`src/rtl/touch_adc_control_defines.vh`:
```
/*
  Constants for the touch converter control block: serial command layout,
  register addresses, field positions, reset values and timing counts.
  Assumes inclusion by touch_adc_control.v only; definitions only.
*/
`ifndef TOUCH_ADC_CONTROL_DEFINES_VH
`define TOUCH_ADC_CONTROL_DEFINES_VH

// =====================================================================
// Serial command word
`define CMD_READ_BIT        15
`define CMD_PAGE_HI         14
`define CMD_PAGE_LO         11
`define CMD_ADDR_HI         10
`define CMD_ADDR_LO         5
`define FRAME_CMD_LAST      6'd15
`define FRAME_DATA_LAST     6'd31

// =====================================================================
// Register map
`define PAGE_RESULTS        4'h0
`define PAGE_CONTROL        4'h1
`define ADDR_CONV_CTRL      6'h00
`define ADDR_CONTRAST_DAC   6'h02

// =====================================================================
// Converter control fields
`define TOUCH_MODE_BIT      15
`define STATUS_STOP_BIT     14
`define FUNC_HI             13
`define FUNC_LO             10
`define RES_HI              9
`define RES_LO              8
`define AVG_HI              7
`define AVG_LO              6
`define CLK_HI              5
`define CLK_LO              4
`define SETTLE_HI           3
`define SETTLE_LO           1
`define CONTRAST_PD_BIT     15

// =====================================================================
// Reset values
`define RST_FUNC            4'h0
`define RST_RES             2'h0
`define RST_AVG             2'h0
`define RST_CLK             2'h0
`define RST_SETTLE          3'h0
`define RST_CONTRAST_PD     1'b0

// =====================================================================
// Function codes
`define FN_NONE             4'h0
`define FN_SCAN_XY          4'h1
`define FN_SCAN_XYZ         4'h2
`define FN_X                4'h3
`define FN_Y                4'h4
`define FN_Z                4'h5
`define FN_BATTERY_ONE_RESULT             4'h6
`define FN_BATTERY_TWO_RESULT             4'h7
`define FN_AUXILIARY_ONE_RESULT             4'h8
`define FN_AUXILIARY_TWO_RESULT             4'h9
`define FN_TEMP1            4'ha
`define FN_PORT_SCAN        4'hb
`define FN_TEMP2            4'hc
`define FN_DRV_X            4'hd
`define FN_DRV_Y            4'he
`define FN_DRV_YX           4'hf

// =====================================================================
// Result register indices (page 0 addresses, also converter channel)
`define CH_X                4'h0
`define CH_Y                4'h1
`define CH_Z1               4'h2
`define CH_Z2               4'h3
`define CH_BATTERY_ONE_RESULT             4'h4
`define CH_BATTERY_TWO_RESULT             4'h5
`define CH_AUXILIARY_ONE_RESULT             4'h6
`define CH_AUXILIARY_TWO_RESULT             4'h7
`define CH_TEMP1            4'h8
`define CH_TEMP2            4'h9

// =====================================================================
// Timing
`define CLK_MHZ             200
`define US_TICK_CYCLES      (`CLK_MHZ)
`define CONV_CLK_8M_MHZ     8
`define CONV_CLK_4M_MHZ     4
`define CONV_CLK_2M_MHZ     2
`define CONV_CLK_1M_MHZ     1
`define DIV_8M              (`CLK_MHZ / `CONV_CLK_8M_MHZ)
`define DIV_4M              (`CLK_MHZ / `CONV_CLK_4M_MHZ)
`define DIV_2M              (`CLK_MHZ / `CONV_CLK_2M_MHZ)
`define DIV_1M              (`CLK_MHZ / `CONV_CLK_1M_MHZ)
`define CONV_EXTRA_TICKS    1
`define SETTLE_0_US         0
`define SETTLE_1_US         100
`define SETTLE_2_US         500
`define SETTLE_3_US         1000
`define SETTLE_4_US         5000
`define SETTLE_5_US         10000
`define SETTLE_6_US         50000
`define SETTLE_7_US         100000

`endif

```
`src/rtl/touch_adc_control.v`:
```
/*
  Converter control for a touch screen interface: serial register access,
  function sequencing, averaging, conversion clock, panel settling on scans, result
  store with data-available tracking, contrast converter power down.
  Assumes a converter macro presenting adc_code on the clk domain and a
  touch detector on the clk domain; serial pins are asynchronous.
*/
`include "touch_adc_control_defines.vh"

module touch_adc_control #(
  parameter US_TICK = `US_TICK_CYCLES
) (
  // Clock and reset
  input  wire        clk,
  input  wire        rstn,
  // Serial port pins
  input  wire        sclk,
  input  wire        cs_n,
  input  wire        mosi,
  output reg         miso_r,
  output reg         miso_oe_r,
  // Touch detector and converter macro
  input  wire        touch_detect,
  input  wire [11:0] adc_code,
  output reg         adc_power_r,
  output reg  [3:0]  adc_channel_r,
  // Panel drivers
  output reg         drv_xp_r,
  output reg         drv_xm_r,
  output reg         drv_yp_r,
  output reg         drv_ym_r,
  // Data available pin, active low
  output reg         data_available_n_r,
  // Contrast converter
  output reg         contrast_dac_powerdown_r,
  output reg         contrast_output_en_r
);

  localparam ST_IDLE   = 3'd0;
  localparam ST_WAIT   = 3'd1;
  localparam ST_SETTLE = 3'd2;
  localparam ST_CONV   = 3'd3;
  localparam ST_STORE  = 3'd4;
  localparam ST_DRIVE  = 3'd5;

  // ===================================================================
  // Pin synchronisers
  reg sclk_s1, sclk_s2, sclk_s3, cs_n_s1, cs_n_s2, mosi_s1, mosi_s2;
  always @(posedge clk or negedge rstn) begin
    if (!rstn) begin
      sclk_s1 <= 1'b0; sclk_s2 <= 1'b0; sclk_s3 <= 1'b0;
      cs_n_s1 <= 1'b1; cs_n_s2 <= 1'b1;
      mosi_s1 <= 1'b0; mosi_s2 <= 1'b0;
    end else begin
      sclk_s1 <= sclk; sclk_s2 <= sclk_s1; sclk_s3 <= sclk_s2;
      cs_n_s1 <= cs_n; cs_n_s2 <= cs_n_s1;
      mosi_s1 <= mosi; mosi_s2 <= mosi_s1;
    end
  end
  wire sel   = ~cs_n_s2;
  wire s_ris = sel & sclk_s2 & ~sclk_s3;
  wire s_fal = sel & ~sclk_s2 & sclk_s3;

  // ===================================================================
  // Serial frame: 16-bit command then 16-bit data
  reg  [5:0]  bit_cnt_r;
  reg  [15:0] shift_r;
  reg  [15:0] cmd_r;
  reg  [15:0] rd_data_r;
  wire [15:0] shift_nxt = {shift_r[14:0], mosi_s2};
  wire        cmd_done  = s_ris & (bit_cnt_r == `FRAME_CMD_LAST);
  wire        data_done = s_ris & (bit_cnt_r == `FRAME_DATA_LAST);
  wire        is_rd_nxt = shift_nxt[`CMD_READ_BIT];
  wire [3:0]  pg_nxt    = shift_nxt[`CMD_PAGE_HI:`CMD_PAGE_LO];
  wire [5:0]  ad_nxt    = shift_nxt[`CMD_ADDR_HI:`CMD_ADDR_LO];
  wire        wr_any    = data_done & ~cmd_r[`CMD_READ_BIT]
                          & (cmd_r[`CMD_PAGE_HI:`CMD_PAGE_LO] == `PAGE_CONTROL);
  wire        wr_ctrl   = wr_any & (cmd_r[`CMD_ADDR_HI:`CMD_ADDR_LO] == `ADDR_CONV_CTRL);
  wire        wr_dac    = wr_any & (cmd_r[`CMD_ADDR_HI:`CMD_ADDR_LO] == `ADDR_CONTRAST_DAC);
  wire        rd_result = cmd_done & is_rd_nxt & (pg_nxt == `PAGE_RESULTS);

  // ===================================================================
  // Control register fields
  reg        touch_mode_r;
  reg [3:0]  func_r;
  reg [1:0]  res_r, avg_r, cclk_r;
  reg [2:0]  settle_r;
  reg [2:0]  state_r;
  wire       start_req = wr_ctrl & ~shift_nxt[`STATUS_STOP_BIT];
  wire       stop_req  = wr_ctrl & shift_nxt[`STATUS_STOP_BIT];
  wire       busy      = (state_r == ST_SETTLE) | (state_r == ST_CONV) | (state_r == ST_STORE);
  wire [15:0] ctrl_rd  = {touch_detect, ~busy, func_r, res_r, avg_r, cclk_r, settle_r, 1'b0};

  always @(posedge clk or negedge rstn) begin
    if (!rstn) begin
      touch_mode_r             <= 1'b0;
      func_r                   <= `RST_FUNC;
      res_r                    <= `RST_RES;
      avg_r                    <= `RST_AVG;
      cclk_r                   <= `RST_CLK;
      settle_r                 <= `RST_SETTLE;
      contrast_dac_powerdown_r <= `RST_CONTRAST_PD;
      contrast_output_en_r     <= ~`RST_CONTRAST_PD;
    end else begin
      if (wr_ctrl) begin
        touch_mode_r <= shift_nxt[`TOUCH_MODE_BIT];
        func_r       <= shift_nxt[`FUNC_HI:`FUNC_LO];
        res_r        <= shift_nxt[`RES_HI:`RES_LO];
        avg_r        <= shift_nxt[`AVG_HI:`AVG_LO];
        cclk_r       <= shift_nxt[`CLK_HI:`CLK_LO];
        settle_r     <= shift_nxt[`SETTLE_HI:`SETTLE_LO];
      end
      if (wr_dac) begin
        contrast_dac_powerdown_r <= shift_nxt[`CONTRAST_PD_BIT];
        contrast_output_en_r     <= ~shift_nxt[`CONTRAST_PD_BIT];
      end
    end
  end

  // ===================================================================
  // Result store and data-available tracking
  reg [11:0] result_mem [0:15];
  reg [15:0] updated_r;
  reg [15:0] set_mask;
  wire [15:0] clr_mask = rd_result ? (16'h0001 << ad_nxt[3:0]) : 16'h0000;
  wire [15:0] rd_word  = (pg_nxt == `PAGE_RESULTS) ? {4'h0, result_mem[ad_nxt[3:0]]} :
                         (pg_nxt != `PAGE_CONTROL) ? 16'h0000 :
                         (ad_nxt == `ADDR_CONV_CTRL) ? ctrl_rd :
                         (ad_nxt == `ADDR_CONTRAST_DAC) ? {contrast_dac_powerdown_r, 15'h0000} : 16'h0000;

  always @(posedge clk or negedge rstn) begin
    if (!rstn) begin
      bit_cnt_r <= 6'd0; shift_r <= 16'h0000; cmd_r <= 16'h0000;
      rd_data_r <= 16'h0000; miso_r <= 1'b0; miso_oe_r <= 1'b0;
    end else if (!sel) begin
      bit_cnt_r <= 6'd0;
      miso_oe_r <= 1'b0;
    end else begin
      if (s_ris) begin
        shift_r <= shift_nxt;
        if (bit_cnt_r != `FRAME_DATA_LAST)
          bit_cnt_r <= bit_cnt_r + 6'd1;
        if (cmd_done) begin
          cmd_r     <= shift_nxt;
          rd_data_r <= rd_word;
        end
      end
      if (s_fal && bit_cnt_r > `FRAME_CMD_LAST && cmd_r[`CMD_READ_BIT]) begin
        miso_r    <= rd_data_r[15];
        miso_oe_r <= 1'b1;
        rd_data_r <= {rd_data_r[14:0], 1'b0};
      end
    end
  end

  always @(posedge clk or negedge rstn) begin
    if (!rstn) begin
      updated_r          <= 16'h0000;
      data_available_n_r <= 1'b1;
    end else begin
      updated_r          <= (updated_r & ~clr_mask) | set_mask;
      data_available_n_r <= ~|((updated_r & ~clr_mask) | set_mask);
    end
  end

  // ===================================================================
  // Sequencing helpers
  function [3:0] seq_chan;
    input [3:0] f;
    input [1:0] k;
    begin
      case (f)
        `FN_SCAN_XY:   seq_chan = k[0] ? `CH_Y : `CH_X;
        `FN_SCAN_XYZ:  seq_chan = {2'b00, k};
        `FN_X:         seq_chan = `CH_X;
        `FN_Y:         seq_chan = `CH_Y;
        `FN_Z:         seq_chan = k[0] ? `CH_Z2 : `CH_Z1;
        `FN_BATTERY_ONE_RESULT:      seq_chan = `CH_BATTERY_ONE_RESULT;
        `FN_BATTERY_TWO_RESULT:      seq_chan = `CH_BATTERY_TWO_RESULT;
        `FN_AUXILIARY_ONE_RESULT:      seq_chan = `CH_AUXILIARY_ONE_RESULT;
        `FN_AUXILIARY_TWO_RESULT:      seq_chan = `CH_AUXILIARY_TWO_RESULT;
        `FN_TEMP1:     seq_chan = `CH_TEMP1;
        `FN_PORT_SCAN: seq_chan = `CH_BATTERY_ONE_RESULT + {2'b00, k};
        `FN_TEMP2:     seq_chan = `CH_TEMP2;
        default:       seq_chan = `CH_X;
      endcase
    end
  endfunction

  function [1:0] seq_last;
    input [3:0] f;
    begin
      case (f)
        `FN_SCAN_XY, `FN_Z:          seq_last = 2'd1;
        `FN_SCAN_XYZ, `FN_PORT_SCAN: seq_last = 2'd3;
        default:                     seq_last = 2'd0;
      endcase
    end
  endfunction

  function [16:0] settle_us;
    input [2:0] s;
    begin
      case (s)
        3'd0:    settle_us = `SETTLE_0_US;
        3'd1:    settle_us = `SETTLE_1_US;
        3'd2:    settle_us = `SETTLE_2_US;
        3'd3:    settle_us = `SETTLE_3_US;
        3'd4:    settle_us = `SETTLE_4_US;
        3'd5:    settle_us = `SETTLE_5_US;
        3'd6:    settle_us = `SETTLE_6_US;
        default: settle_us = `SETTLE_7_US;
      endcase
    end
  endfunction

  wire [3:0]  res_bits  = (res_r == 2'b01) ? 4'd8 : (res_r == 2'b10) ? 4'd10 : 4'd12;
  wire [11:0] code_res  = (res_r == 2'b01) ? {4'h0, adc_code[11:4]} :
                          (res_r == 2'b10) ? {2'h0, adc_code[11:2]} : adc_code;
  wire [4:0]  avg_total = (avg_r == 2'b01) ? 5'd4 : (avg_r == 2'b10) ? 5'd8 :
                          (avg_r == 2'b11) ? 5'd16 : 5'd1;
  wire [2:0]  avg_shift = (avg_r == 2'b00) ? 3'd0 : {1'b0, avg_r} + 3'd1;
  wire [31:0] div_w     = (cclk_r == 2'b00) ? `DIV_8M : (cclk_r == 2'b01) ? `DIV_4M :
                          (cclk_r == 2'b10) ? `DIV_2M : `DIV_1M;
  wire [7:0]  conv_div  = div_w[7:0];
  wire        scan_fn   = (func_r == `FN_SCAN_XY) | (func_r == `FN_SCAN_XYZ);
  wire        conv_fn   = (func_r != `FN_NONE) & (func_r < `FN_DRV_X);
  wire        go        = start_req & (state_r == ST_IDLE || state_r == ST_DRIVE);

  // ===================================================================
  // Sequencer
  reg [16:0] us_cnt_r;
  reg [11:0] tick_cnt_r;
  reg [7:0]  div_cnt_r;
  reg [4:0]  conv_tick_r;
  reg [4:0]  avg_cnt_r;
  reg [15:0] acc_r;
  reg [1:0]  step_r;
  wire [3:0]  chan      = seq_chan(func_r, step_r);
  wire [15:0] avg_value = acc_r >> avg_shift;

  always @* begin
    set_mask = 16'h0000;
    if (state_r == ST_STORE)
      set_mask = 16'h0001 << chan;
  end

  always @(posedge clk) begin
    if (state_r == ST_STORE)
      result_mem[chan] <= avg_value[11:0];
  end

  always @(posedge clk or negedge rstn) begin
    if (!rstn) begin
      state_r <= ST_IDLE; us_cnt_r <= 17'd0; tick_cnt_r <= 12'd0; div_cnt_r <= 8'd0;
      conv_tick_r <= 5'd0; avg_cnt_r <= 5'd0; acc_r <= 16'h0000; step_r <= 2'd0;
      adc_power_r <= 1'b0; adc_channel_r <= 4'h0;
      drv_xp_r <= 1'b0; drv_xm_r <= 1'b0; drv_yp_r <= 1'b0; drv_ym_r <= 1'b0;
    end else if (stop_req) begin
      state_r     <= ST_IDLE;
      adc_power_r <= 1'b0;
      drv_xp_r <= 1'b0; drv_xm_r <= 1'b0; drv_yp_r <= 1'b0; drv_ym_r <= 1'b0;
    end else if (go) begin
      step_r   <= 2'd0;
      drv_xp_r <= 1'b0; drv_xm_r <= 1'b0; drv_yp_r <= 1'b0; drv_ym_r <= 1'b0;
      case (shift_nxt[`FUNC_HI:`FUNC_LO])
        `FN_NONE: state_r <= ST_IDLE;
        `FN_SCAN_XY, `FN_SCAN_XYZ: state_r <= ST_WAIT;
        `FN_DRV_X: begin
          state_r <= ST_DRIVE; drv_xp_r <= 1'b1; drv_xm_r <= 1'b1;
        end
        `FN_DRV_Y: begin
          state_r <= ST_DRIVE; drv_yp_r <= 1'b1; drv_ym_r <= 1'b1;
        end
        `FN_DRV_YX: begin
          state_r <= ST_DRIVE; drv_yp_r <= 1'b1; drv_xm_r <= 1'b1;
        end
        default: begin
          state_r <= ST_SETTLE; us_cnt_r <= 17'd0; tick_cnt_r <= 12'd0;
        end
      endcase
    end else begin
      case (state_r)
        ST_WAIT: begin
          if (touch_detect) begin
            state_r    <= ST_SETTLE;
            us_cnt_r   <= 17'd0;
            tick_cnt_r <= 12'd0;
          end
        end
        ST_SETTLE: begin
          adc_channel_r <= chan;
          drv_xp_r <= (chan == `CH_X);
          drv_xm_r <= (chan == `CH_X) | (chan == `CH_Z1) | (chan == `CH_Z2);
          drv_yp_r <= (chan == `CH_Y) | (chan == `CH_Z1) | (chan == `CH_Z2);
          drv_ym_r <= (chan == `CH_Y);
          if (us_cnt_r >= settle_us(settle_r) || !scan_fn || step_r != 2'd0) begin
            state_r     <= ST_CONV;
            adc_power_r <= 1'b1;
            div_cnt_r   <= 8'd0;
            conv_tick_r <= 5'd0;
            avg_cnt_r   <= 5'd0;
            acc_r       <= 16'h0000;
          end else if (tick_cnt_r == US_TICK[11:0] - 12'd1) begin
            tick_cnt_r <= 12'd0;
            us_cnt_r   <= us_cnt_r + 17'd1;
          end else begin
            tick_cnt_r <= tick_cnt_r + 12'd1;
          end
        end
        ST_CONV: begin
          if (div_cnt_r == conv_div - 8'd1) begin
            div_cnt_r <= 8'd0;
            if (conv_tick_r == {1'b0, res_bits} + 5'd`CONV_EXTRA_TICKS - 5'd1) begin
              conv_tick_r <= 5'd0;
              acc_r       <= acc_r + {4'h0, code_res};
              avg_cnt_r   <= avg_cnt_r + 5'd1;
              if (avg_cnt_r == avg_total - 5'd1)
                state_r <= ST_STORE;
            end else begin
              conv_tick_r <= conv_tick_r + 5'd1;
            end
          end else begin
            div_cnt_r <= div_cnt_r + 8'd1;
          end
        end
        ST_STORE: begin
          if (step_r != seq_last(func_r)) begin
            step_r  <= step_r + 2'd1;
            state_r <= ST_SETTLE;
          end else begin
            step_r      <= 2'd0;
            adc_power_r <= 1'b0;
            drv_xp_r <= 1'b0; drv_xm_r <= 1'b0; drv_yp_r <= 1'b0; drv_ym_r <= 1'b0;
            state_r     <= (scan_fn && touch_detect) ? ST_SETTLE : (scan_fn ? ST_WAIT : ST_IDLE);
            us_cnt_r    <= 17'd0;
            tick_cnt_r  <= 12'd0;
          end
        end
        ST_DRIVE: state_r <= ST_DRIVE;
        default:  state_r <= ST_IDLE;
      endcase
    end
  end

endmodule // touch_adc_control

```
`config.mk`:
```
export PLATFORM = sky130hd
export DESIGN_NAME = touch_adc_control
export DESIGN_NICKNAME = d
export VERILOG_FILES = /design/src/rtl/touch_adc_control.v
export VERILOG_INCLUDE_DIRS = /design/src /design/src/rtl
export SDC_FILE = /design/constraint.sdc
export NUM_CORES = 1
export LEC_CHECK = 0
export ABC_AREA = 1
export BUFFER_PORTS_ARGS = -buffer_cell sky130_fd_sc_hd__buf_2
export CAP_MARGIN = 15
export CORE_MARGIN = 2
export CORE_UTILIZATION = 35
export DETAILED_ROUTE_END_ITERATION = 10
export GPL_TIMING_DRIVEN = 0
export PLACE_DENSITY_LB_ADDON = 0.08
export SYNTH_ARGS = -nofsm -noshare
export SYNTH_HDL_FRONTEND = slang
export SYNTH_SLANG_ARGS = --single-unit
```
`constraint.sdc`:
```
create_clock -name clk -period 2.9 [get_ports clk]
set_input_delay 0 -clock clk [delete_from_list [all_inputs] [get_ports clk]]
set_output_delay 0 -clock clk [all_outputs]
set_load 0.01 [all_outputs]
```
# ---- Word-level counts from Yosys, hierarchy flattened
# Memory sizes are Yosys's and may differ from the RTL's.
# Index checks and enable logic that the tools add are counted.
dict set report totals {
  memories 1
  regBits 171
  ramBits 192
  word_cells 309
}
# name words word_bits rd rd_ports_with_merged_regs wr line_no
set mem_list {}
lappend mem_list {result_mem 16 12 1 0 1 touch_adc_control.v:122} ;# reg [11:0] result_mem [0:15];
dict set report classes {
  bitwise 34
  eq_ne 66
  addsub 14
  muxes 102
  n_reduce_logical 51
  n_shift 3
  magnitude_cmp 2
}
# cell n
set ops {}
lappend ops {{$mux 16} 12}
lappend ops {{$mux 17} 9}
lappend ops {{$pmux 17 s7} 1}
lappend ops {{$mux 12} 8}
lappend ops {{$pmux 17 s3} 1}
lappend ops {{$pmux 4 s11} 1}
lappend ops {{$mux 5} 8}
lappend ops {{$mux 8} 5}
lappend ops {{$pmux 12 s3} 1}
lappend ops {{$eq 4x4->1 const B} 8}
lappend ops {{$pmux 16 s2} 1}
lappend ops {{$shl 1x4->16 const A} 2}
lappend ops {{$mux 3} 10}
lappend ops {{$mux 1} 23}
lappend ops {{$pmux 5 s2} 2}
lappend ops {{$mux 6} 3}
lappend ops {{$add 17x1->17 const B} 1}
lappend ops {{$ge 17x17->1} 1}
lappend ops {{$add 16x12->16} 1}
lappend ops {{$and 16x16->16} 1}
lappend ops {{$eq 4x1->1 const B} 4}
lappend ops {{$eq 4x2->1 const B} 4}
lappend ops {{$eq 4x3->1 const B} 4}
lappend ops {{$mux 2} 8}
lappend ops {{62 further kinds} 153}

# ---- Depth between registers and ports, before layout
# Gate-level depths: netlist of the first run.
dict set report logic_depth {
  word_depth 18
  depth_mapped 20
}

# ---- Worst setup path before layout of the first run
# OpenSTA, ideal clock, no wires.
dict set report synth_timing {
  path_kind {register to register}
  start {register res_r[1]}
  end {register acc_r[8]}
  path_slack_ps 269
  arrival_time_ps 2548
  required_time_ps 2817
  path_stages_with_launch 14
  path_cell_list {dfrtp_1 > inv_1 > ha_1 > buf_1 > nand2_1 > o21ai_0 > ha_1 > inv_1 > fa_1 > o21bai_1 > a21oi_1 > xor2_1 > or2_2 > o21ai_0}
}
dict set report synth_via {
  elab_chain_len 8
  word_cells_on_any_way 15
}
# element line_no
set synth_lines {}
lappend synth_lines {{from (decl)} touch_adc_control.v:86} ;# reg [1:0] res_r, avg_r, cclk_r;
lappend synth_lines {{from (signal assigned)} touch_adc_control.v:98} ;# res_r <= `RST_RES;
lappend synth_lines {{from (signal assigned)} touch_adc_control.v:108} ;# res_r <= shift_nxt[`RES_HI:`RES_LO];
lappend synth_lines {{$eq 2x2->1} {touch_adc_control.v:217, touch_adc_control.v:219}}
lappend synth_lines {{$mux 3 (2 in a row)} touch_adc_control.v:217} ;# wire [3:0] res_bits = (res_r == 2'b01) ? 4'd8 : (res_r == 2'b10) ? 4'd10 : 4'd12;
lappend synth_lines {{$add 4x1->5 (no line)} --}
lappend synth_lines {{$sub 5x1->5} touch_adc_control.v:314} ;# if (conv_tick_r == {1'b0, res_bits} + 5'd`CONV_EXTRA_TICKS - 5'd1) begin
lappend synth_lines {{$eq 5x5->1} touch_adc_control.v:314}
lappend synth_lines {{$ne 2x1->1 (no line)} --}
lappend synth_lines {{$reduce_and 6->1 (no line)} --}
lappend synth_lines {{to (signal assigned)} touch_adc_control.v:316} ;# acc_r <= acc_r + {4'h0, code_res};
lappend synth_lines {{to (decl)} touch_adc_control.v:237} ;# reg [15:0] acc_r;
# Several ways; a longest one is shown, not always the timed one. The select of a mux whose other input is x is not followed.
# A chain may end at the register's enable or synchronous reset.

# ---- Final worst setup path of the first run
dict set report layout_timing {
  start {register settle_r[1]}
  end {register us_cnt_r[10]}
}
dict set report layout_via {
  elab_chain_len 10
  word_cells_on_any_way 16
}
# element line_no
set layout_lines {}
lappend layout_lines {{from (decl)} touch_adc_control.v:87} ;# reg [2:0] settle_r;
lappend layout_lines {{from (signal assigned)} touch_adc_control.v:101} ;# settle_r <= `RST_SETTLE;
lappend layout_lines {{from (signal assigned)} touch_adc_control.v:111} ;# settle_r <= shift_nxt[`SETTLE_HI:`SETTLE_LO];
lappend layout_lines {{$eq 3x3->1 (tied with other cells)} touch_adc_control.v:204} ;# case (s)
lappend layout_lines {{$pmux 17 s7 (*)} touch_adc_control.v:204}
lappend layout_lines {{$mux 17 (*)} touch_adc_control.v:283} ;# case (state_r)
lappend layout_lines {{$mux 17 (*)} touch_adc_control.v:263} ;# end else if (go) begin
lappend layout_lines {{$mux 17 (*)} touch_adc_control.v:259} ;# end else if (stop_req) begin
lappend layout_lines {{$ge 17x17->1 (*)} touch_adc_control.v:297} ;# if (us_cnt_r >= settle_us(settle_r) || !scan_fn || step_r != 2'd0) begin
lappend layout_lines {{$logic_or 1x1->1 (*) (2 in a row)} touch_adc_control.v:297}
lappend layout_lines {{$ne 3x3->1 (no line) (*)} --}
lappend layout_lines {{$reduce_and 7->1 (no line) (*)} --}
lappend layout_lines {{to (signal assigned)} touch_adc_control.v:306} ;# us_cnt_r <= us_cnt_r + 17'd1;
lappend layout_lines {{to (decl)} touch_adc_control.v:232} ;# reg [16:0] us_cnt_r;
# Mark *: on every way between the ends. The rest lies on a longest branch, timed or not. The select of a mux whose other input is x is not followed.

==> results of run 1 <==
-- synthesized netlist by cell type, drive strengths merged (4+ instances only) --
library cell  instances
nand2               553
edfxtp              192
inv                 175
dfrtp               162
nor2                150
o21ai               149
nand3               113
a22oi               107
a21oi                49
nand4                49
ha                   44
nor3                 42
clkbuf               40
buf                  34
xor2                 26
or2                  11
xnor2                 8
clkinv                7
nand3b                7
mux2i                 6
o31ai                 5
dfstp                 4
o211ai                4
o221ai                4
o22ai                 4
-- through the flow --
stage | setup WS [ns] | TNS (ns) | power [uW] | util | hold slack [ns]
floorplan | 0.269 | 0 | 6350 | - | -0.296
global placement | -1.15 | -302.58 | 6910 | 0.381 | 0.107
detailed placement | -0.532 | -8.84 | 6920 | 0.384 | -0.0411
CTS | -0.147 | -3.35 | 12100 | 0.413 | 0.0340
global route | -0.0195 | -0.0449 | 12500 | 0.417 | 0.0510
finish | 0.170 | 0 | 12000 | 0.417 | 0.0406
-- what timing repair did --
action,in CTS,in global routing
pin swaps,3,2
gates resized for setup,19,33
setup endpoints to repair,77,149
hold buffers,6,0
buffers inserted,1,9
hold endpoints to repair,170,0
-- layer usage --
layer	global-route usage	part of all wire
met5	0	0
met4	0.0431	0.019
met3	0.0280	0.038
met2	0.301	0.46
met1	0.266	0.48
-- power by group through the flow --
| stage | Combinational [uW] | Clock [uW] | Sequential (uW) |
|---|---|---|---|
| 3_3_place_gp | 1390 | 0 | 5510 |
| 4_1_cts | 1430 | 5280 | 5420 |
| 2_1_floorplan | 842 | 0 | 5510 |
| 5_1_grt | 1550 | 5510 | 5420 |
| 6_report | 1410 | 5140 | 5420 |
| 3_5_place_dp | 1410 | 0 | 5510 |
-- final cells by class --
type                       count  area [sq um]  area share
sequential                   358          9930       0.473
buffer                        74           359      0.0171
tap                          672           841      0.0401
clock inverter                16           155     0.00739
multi-input combinational   1428          7370       0.351
timing repair buffer          61           474      0.0226
inverter                     182           687      0.0327
clock buffer                  60          1170      0.0557
-- worst register-to-register path, stage by stage (launching register included) --
cell and delay (ns):
dfrtp_2 0.48, nor2_4 0.15, inv_1 0.07, nand2_1 0.08, o21a_1 0.14, a21oi_1 0.06, ha_1 0.30, nand2_1 0.10
inv_1 0.06, a21oi_1 0.13, nand2_1 0.06, nand2_1 0.05, nand2_1 0.05, nand2_1 0.11, nand2_1 0.09, nand2_2 0.10
buf_6 0.15, nand3_4 0.13, buf_6 0.17, nand2_1 0.06, nand2_1 0.06
-- sequential cells by signal (all words and copies together), names as in the netlist, 6 cells and up --
name,count
us_cnt_r,17
result_mem,192
tick_cnt_r,12
updated_r,16
acc_r,16
div_cnt_r,8
rd_data_r,16
bit_cnt_r,6
cmd_r,11
shift_r,15
-- kinds of logic after synthesis --
logic type,after synthesis,synth area share
xor+xnor,34,0.0166
mux,7,0.00398
compound gates,337,0.114
flops,358,0.554
other cells,1,0.000209
simple gates,933,0.222
buf+inv,256,0.0571
fa+ha+maj,45,0.0319
-- placed cells by master, fill, tap and decap left out, types with 5 or more instances in the layout --
cell type / count
nand2_1: 543
edfxtp_1: 192
inv_1: 168
dfrtp_1: 158
nor2_1: 141
o21ai_0: 128
a22oi_1: 107
nand3_1: 107
conb_1: 72
clkbuf_1: 51
buf_2: 51
nand4_1: 49
a21oi_1: 48
clkbuf_16: 43
nor3_1: 42
ha_1: 41
xor2_1: 26
buf_4: 21
o21ai_1: 14
or2_2: 11
clkinv_1: 11
nand2_2: 9
xnor2_1: 8
buf_6: 8
clkinv_2: 7
nand3b_1: 7
inv_2: 6
nor2_2: 5
o31ai_1: 5
dlygate4sd3_1: 5
-- how the worst max path moves through the flow --
stage | start | endpoint | slack (ns)
after floorplan | res_r[1]$_DFFE_PN0P_ | acc_r[8]$_DFFE_PN0P_ | 0.27
after global placement | avg_r[0]$_DFFE_PN0P_ | result_mem[4][11]$_DFFE_PP_ | -1.15
after detailed placement | res_r[1]$_DFFE_PN0P_ | acc_r[14]$_DFFE_PN0P_ | -0.53
after CTS | avg_r[1]$_DFFE_PN0P_ | result_mem[10][10]$_DFFE_PP_ | -0.15
after global routing | res_r[0]$_DFFE_PN0P_ | acc_r[15]$_DFFE_PN0P_ | -0.02
final | settle_r[1]$_DFFE_PN0P_ | us_cnt_r[10]$_DFFE_PN0P_ | 0.17
==> flow_summary.ini, run 1 <==
[run_status]
run_status = finished clean

[finish]
stdcell_area_sq_um = 21000
nets = 2210
fin_cells = 2851
diodes = 0
drive_gt1_frac = 0.101
area_delta_synth_final_pct = 17.2
nFillCells = 5017

[global_routing]
antenna_found_initial = 0
grtUsageTotal = 0.187
grt_pass1_wl_um = 77400
grt_pass1_vias = 13532
overflow = 0
grt_max_degree = 113

[power_and_ir_drop]
p_leak_uw = 0.00899
ir_drop_mv = 0.389
p_seq_frac = 0.453
power.switching_uw = 3100
p_clk_frac = 0.429
p_per_area_nw_per_um2 = 570
power_frac_comb = 0.118
p_sw_frac = 0.259
internal_power_uw = 8870

[worst_setup_path]
critPathSlowestCell = dfrtp_2
arrival_ns = 3.17
r2r_start = settle_r[1]$_DFFE_PN0P_
reg2reg_depth = 20
cp_top_family = simple AND/OR/NAND/NOR gates
crit_path_frequent_cell = nand2_1
rr_endpoint = us_cnt_r[10]$_DFFE_PN0P_
cp_cell_sequence = nor2_4 > inv_1 > nand2_1 > o21a_1 > a21oi_1 > ha_1 > nand2_1 > inv_1 > a21oi_1 > nand2_1 > nand2_1 > nand2_1 > nand2_1 > nand2_1 > nand2_2 > buf_6 > nand3_4 > buf_6 > nand2_1 > nand2_1
crit_buf_inv = 4
reg2reg_slack_ns = 0.17
critical_path_required_ns = 3.34
cp-end-kind = flop
crit_path_start_kind = flop
worst-path-stages = 20
path_class = reg -> reg
max_stage_delay_ns = 0.48
path_max_fanout = 10

[floorplanning]
die_w_um = 230
io_pins = 32
core-area_sq_um = 50400
dieArea_sq_um = 53000
die_h_um = 230
start_util = 0.355
num_rows = 82

[routing]
drcViolationCount = 0
num_vias = 14167
dr.pass1.iters = 5
vias_per_cell = 4.97
wirelength_um = 49100
ant_nets = 0
drt_iter0_drc = 1091
wl_per_cell_um = 17.2

[timing]
hold_viol_final = 0
drv_slew = 0
relSlewSlack = 0.452
clock_skew_ns = 0.0262
rsz0062_at_grt = true
tightest_slew_ns = 0.819
fmax_mhz = 366
period_share = 0.941
period_minus_slack_ns = 2.73
setup_violations = 0

[worst_hold_path]
min_from = adc_code[4]
hold_path_end = acc_r[0]$_DFFE_PN0P_
hp-class = in -> reg
holdPathStages = 6

[logic_synthesis]
synth_area_per_cell_sq_um = 9.09
synth_area_leaders = edfxtp_1 32%, dfrtp_1 23%, nand2_1 11%
yosys.area.top_type_share = 0.322
ys_warn_count = 0
synth.distinct_cells = 54
synth_cells = 1971
synth_edf_count = 192
ys_seq_area_frac = 0.554
synth_top_flop_cell = edfxtp_1
synthArstFlopShare = 0.464
syn_area_sq_um = 17900
synth_largest_area_cell = edfxtp_1
synth_seq_cells = 358

[placed_design]
dpl.cell_count = 2759
dp.final_hpwl_um = 35300
portBuffers = 31
gp_congestion = 0.873
place_area_sq_um = 19300

[clock_network]
clock_sinks = 358
root_buffer = clkbuf_16
cts_max_path_buffers = 3
cts_htree_levels = 2
clk_latency_ns = 0.56
path_clk_slew_ns = 0.05
cts_buffers = 42
cts_tree = yes

[job]
maxCapViolations = 0
No activity file was read; power rests on OpenSTA's default activity.
==> run 2, diff against run 1 <==
- CORE_ASPECT_RATIO: unset -> 0.9
- SKIP_CTS_REPAIR_TIMING: unset -> 1
==> run 2 against run 1 <==
Sequential share of layout area is 0.20 points higher. Register-to-register slack is essentially flat. Design area decreased by 0.42%. Combinational power rose by 3%. Sequential power about the same. Critical path type unchanged. Highest routed layer unchanged. Power up 0.35%. Worst hold slack got worse by 0.023 ns. Clock skew shrank 0.0045 ns. Critical path depth decreased by 10.
==> flow_summary.ini, run 2 (same netlist as run 1, synthesis figures left out) <==
[run_status]
run_status = finished clean

[finish]
regMostFlops = result_mem
multi_input_area_sq_um = 7370
nFillCells = 5124
regArea_sq_um = 9930
final_common_cell = nand2_1
area_delta_synth_final_pct = 16.7
final_cell_mix = 542 x nand2_1, 192 x edfxtp_1, 168 x inv_1, 158 x dfrtp_1, 137 x nor2_1
largest_reg_flops = 192
diodes = 0
drive_gt1_frac = 0.0994
top_regs = result_mem x192, us_cnt_r x17
nets = 2204

[floorplanning]
io_pins = 32
core-area_sq_um = 50500
die_h_um = 219
start_util = 0.355
dieArea_sq_um = 53000
num_rows = 78
die_w_um = 242

[worst_setup_path]
cp_top_family = buffers and inverters
critPathSlowestCell = buf_1
max_stage_delay_ns = 0.52
crit_path_start_kind = flop
r2r_start = shift_r[4]$_DFFE_PN0P_
reg2reg_depth = 10
path_class = reg -> reg
arrival_ns = 3.20
cp-end-kind = flop
crit_buf_inv = 3
cp-endpoint = rd_data_r[8]$_DFFE_PN0P_
path_max_fanout = 10
critical_path_required_ns = 3.37
cp_cell_sequence = inv_1 > nor2_2 > buf_2 > buf_1 > a22oi_1 > nand2_1 > nand2_1 > nand4_1 > nand2_1 > a22oi_1
rr_endpoint = rd_data_r[8]$_DFFE_PN0P_
crit_path_frequent_cell = nand2_1
worst-path-stages = 10
cp-startpoint = shift_r[4]$_DFFE_PN0P_
reg2reg_slack_ns = 0.17

[worst_hold_path]
hp-class = in -> reg

[timing]
tightest_slew_ns = 0.882
tns_ns = 0
fmax_mhz = 367
period_minus_slack_ns = 2.73
relSlewSlack = 0.411
hold_viol_final = 0
period_share = 0.940
setup_violations = 0
drv_slew = 0
clock_skew_ns = 0.0217

[clock_network]
path_clk_slew_ns = 0.06
root_buffer = clkbuf_16
clock_sinks = 358
cts_htree_levels = 2
cts_tree = yes
cts_max_path_buffers = 3
cts_buffers = 42
clk_latency_ns = 0.56

[power_and_ir_drop]
p_leak_uw = 0.00895
power_uw = 12000
p_per_area_nw_per_um2 = 575
ir_drop_mv = 0.332

[placed_design]
portBuffers = 31
gp_congestion = 0.823
dp.final_hpwl_um = 35400

[routing]
wl_met2_um = 21700
num_vias = 14023
drt_iter0_drc = 1093
ant_nets = 0
wl_per_cell_um = 17.2
wl_met1_um = 24300
routed-wl-met3_um = 2060
drcViolationCount = 0
dr.pass1.iters = 7
wirelength_um = 49000
top_layer_used = met4
vias_per_cell = 4.91

[global_routing]
overflow = 0
grtUsageTotal = 0.189
antenna_found_initial = 0
grt_pass1_vias = 13831
grt_max_degree = 112
grt_pass1_wl_um = 78500

[job]
maxCapViolations = 0
==> run 2: per-stage QoR <==
step / hold slack [ns] / area (sq um) / utilization / cells / setup WS [ns]
after global placement: 0.107 / 19200 / 0.380 / 2753 / -1.20
after detailed placement: -0.0380 / 19300 / 0.383 / 2766 / -0.471
after CTS: -0.648 / 20600 / 0.409 / 2843 / -0.513
final: 0.0174 / 20900 / 0.414 / 2854 / 0.173
after floorplan: -0.296 / 18200 / - / 2042 / 0.269
after global routing: 0.0114 / 20900 / 0.414 / 2854 / -0.0230
==> run 2: where the power goes <==
group,switching (uW),internal (uW)
logic,1040,408
clock network,2140,3000
registers,30.2,5390
total,3210,8800
==> run 2: final cells by class <==
| type | count | share of cell area |
|---|---|---|
| Buffer | 73 | 0.0170 |
| Clock buffer | 52 | 0.0536 |
| Clock inverter | 25 | 0.00940 |
| Inverter | 182 | 0.0328 |
| Multi-Input combinational cell | 1428 | 0.353 |
| Sequential cell | 358 | 0.475 |
| Tap cell | 680 | 0.0407 |
| Timing Repair Buffer | 56 | 0.0188 |
==> run 2: metal layers <==
| layer | GRT usage | vias to the layer above |
|---|---|---|
| met5 | 0 | - |
| met4 | 0.0512 | 0 |
| met2 | 0.296 | 224 |
| li1 | - | 7006 |
| met1 | 0.272 | 6733 |
| met3 | 0.0289 | 60 |
==> run 2: worst register-to-register path: cells and delay by family, from the launching register on <==
kind | cells | cell delay [ns]
AND/OR/NAND/NOR | 5 | 0.87
AO/OA/AOI/OAI | 2 | 0.32
flip-flops | 1 | 0.42
buffers and inverters | 3 | 1.03
==> run 2: worst min-delay path by stage <==
stage | startpoint | to | slack, ns | cells past startpoint
6_report | touch_detect | state_r[1]$_DFFE_PN0P_ | 0.02 | 5
4_1_cts | rstn | tick_cnt_r[5]$_DFFE_PN0P_ | -0.65 | 1
2_1_floorplan | rstn | acc_r[0]$_DFFE_PN0P_ | -0.30 | 0
5_1_grt | touch_detect | state_r[1]$_DFFE_PN0P_ | 0.01 | 5
3_5_place_dp | rstn | tick_cnt_r[5]$_DFFE_PN0P_ | -0.04 | 1
3_3_place_gp | cs_n | cs_n_s1$_DFF_PN1_ | 0.11 | 1
==> run 3, diff against run 2 <==
- CORE_UTILIZATION: 35 -> 30
- SKIP_CTS_REPAIR_TIMING: 1 -> unset
==> run 3 against run 2 <==
Cell count is 3.4% higher. Worst hold slack worse by 0.032 ns. Largest power group unchanged. Largest cell class unchanged. The run now ends with hold timing left. Register-to-register slack better by 0.02 ns. Sequential power hardly changed. Combinational power hardly changed. Sequential share of layout area is 0.45 points lower. Clock-buffer cell count is 10 higher. Critical path type unchanged. Core utilization is 5.5 points lower. Flip-flop and latch count stayed put. First-iteration DRC count is 36% lower. Worst setup slack better by 0.022 ns. Non-clock buffer count is 1 higher.
==> flow_summary.ini, run 3 (same netlist as run 1, synthesis figures left out) <==
[power_and_ir_drop]
p_per_area_nw_per_um2 = 582
p_clk_frac = 0.439
power_frac_comb = 0.120
internal_power_uw = 9010
p_sw_frac = 0.267
p_seq_frac = 0.441
p_leak_uw = 0.00898
ir_drop_mv = 0.359
power.switching_uw = 3280

[placed_design]
dpl.cell_count = 2862
portBuffers = 31
gp_congestion = 0.818
dp.final_hpwl_um = 37100

[finish]
top_regs = result_mem x192, us_cnt_r x17
largest_reg_flops = 192
final_common_cell = nand2_1
drive_gt1_frac = 0.102
fin_cells = 2951
regMostFlops = result_mem
final_cell_mix = 543 x nand2_1, 192 x edfxtp_1, 168 x inv_1, 158 x dfrtp_1, 136 x nor2_1
finish.utilization = 0.359
nets = 2206
nFillCells = 6090
area_delta_synth_final_pct = 17.8

[timing]
fmax_mhz = 370
relSlewSlack = 0.540
period_share = 0.933
setup_violations = 0
drv_slew = 0
rsz0062_at_grt = true
period_minus_slack_ns = 2.71
tns_ns = 0
hold_slack_ns = -0.0146
clock_skew_ns = 0.0208
tightest_slew_ns = 0.691
hold_viol_final = 16

[global_routing]
overflow = 0
antenna_found_initial = 0
grt_pass1_vias = 13756
grt_pass1_wl_um = 80200
grtUsageTotal = 0.167
grt_max_degree = 101

[floorplanning]
io_pins = 32
start_util = 0.305
die_h_um = 236
die_w_um = 262
core-area_sq_um = 58800
dieArea_sq_um = 61700
num_rows = 84

[routing]
wl_per_cell_um = 17.4
drt_iter0_drc = 703
drcViolationCount = 0
ant_nets = 0
wirelength_um = 51300
num_vias = 14082
vias_per_cell = 4.77
dr.pass1.iters = 5

[clock_network]
clock_sinks = 358
cts_buffers = 43
clk_latency_ns = 0.57
cts_htree_levels = 2
cts_max_path_buffers = 3
path_clk_slew_ns = 0.06
cts_tree = yes
root_buffer = clkbuf_16

[worst_setup_path]
r2r_start = res_r[1]$_DFFE_PN0P_
crit_buf_inv = 3
path_max_fanout = 8
cp_top_family = adder cells
crit_path_start_kind = flop
critical_path_required_ns = 3.37
rr_endpoint = acc_r[8]$_DFFE_PN0P_
arrival_ns = 3.17
cp-end-kind = flop
path_class = reg -> reg
cp_cell_sequence = inv_1 > ha_4 > inv_2 > o21ai_0 > o21ai_1 > ha_2 > inv_1 > fa_2 > o21bai_4 > a21oi_1 > xor2_1 > or2_2 > o21ai_0
critPathSlowestCell = dfrtp_2
max_stage_delay_ns = 0.42
reg2reg_slack_ns = 0.19
reg2reg_depth = 13

[worst_hold_path]
hp-class = in -> async

[run_status]
violations = hold timing
run_status = finished with violations

[job]
maxCapViolations = 0
run 3: power by group through the flow:
stage,logic (uW),registers [uW],clock network (uW)
2_1_floorplan,842,5510,0
3_3_place_gp,1460,5510,0
3_5_place_dp,1470,5510,0
4_1_cts,1470,5420,5570
5_1_grt,1620,5420,5760
6_report,1470,5420,5400
run 3: area by class of cell:
class                           count  area [sq um]  area share
Clock inverter                     16           165     0.00783
Tap cell                          774           968      0.0459
Timing Repair Buffer               57           409      0.0194
Antenna cell                        1          2.50    0.000119
Clock buffer                       62          1230      0.0583
Buffer                             73           357      0.0169
Sequential cell                   358          9930       0.471
Inverter                          182           687      0.0326
Multi-Input combinational cell   1428          7350       0.348
run 3: routing by layer:
| metal | global-route usage | share of wire | vias to the layer above |
|---|---|---|---|
| li1 | - | - | 7005 |
| met1 | 0.246 | 0.50 | 6771 |
| met2 | 0.258 | 0.44 | 248 |
| met3 | 0.0233 | 0.043 | 58 |
| met4 | 0.0415 | 0.018 | 0 |
| met5 | 0 | 0 | - |
run 3: how the worst max path moves through the flow:
stage / from / endpoint / cells past startpoint
CTS: res_r[1]$_DFFE_PN0P_ / acc_r[8]$_DFFE_PN0P_ / 13
floorplan: res_r[1]$_DFFE_PN0P_ / acc_r[8]$_DFFE_PN0P_ / 13
global placement: rstn / acc_r[1]$_DFFE_PN0P_ / 1
global route: avg_r[0]$_DFFE_PN0P_ / result_mem[5][11]$_DFFE_PP_ / 9
finish: res_r[1]$_DFFE_PN0P_ / acc_r[8]$_DFFE_PN0P_ / 13
detailed placement: res_r[1]$_DFFE_PN0P_ / acc_r[8]$_DFFE_PN0P_ / 13
run 3: worst register-to-register path, delay by kind of cell, from the launching register on:
kind	cells	cell delay, ns
and+or+nand+nor	1	0.27
adders and majority gates	3	0.77
DFF	1	0.42
buffers and inverters	3	0.26
AOI/OAI and AO/OA	5	0.72
xor gates and xnor gates	1	0.15
run 3: what timing repair did:
item                                    in CTS  in global routing
buffers inserted                             1                  6
pin swaps                                    1                  4
hold buffers                                 4                  0
hold endpoints to repair                    86                  0
resized for setup                           22                 26
endpoints found under the setup margin      40                113
run 3: stage by stage:
stage,setup WS (ns),total power (uW),cell area (sq um)
floorplan,0.269,6350,18200
global placement,-1.27,6980,19300
detailed placement,-0.479,6980,19500
CTS,-0.00774,12500,21000
global route,-0.0203,12800,21100
finish,0.195,12300,21100
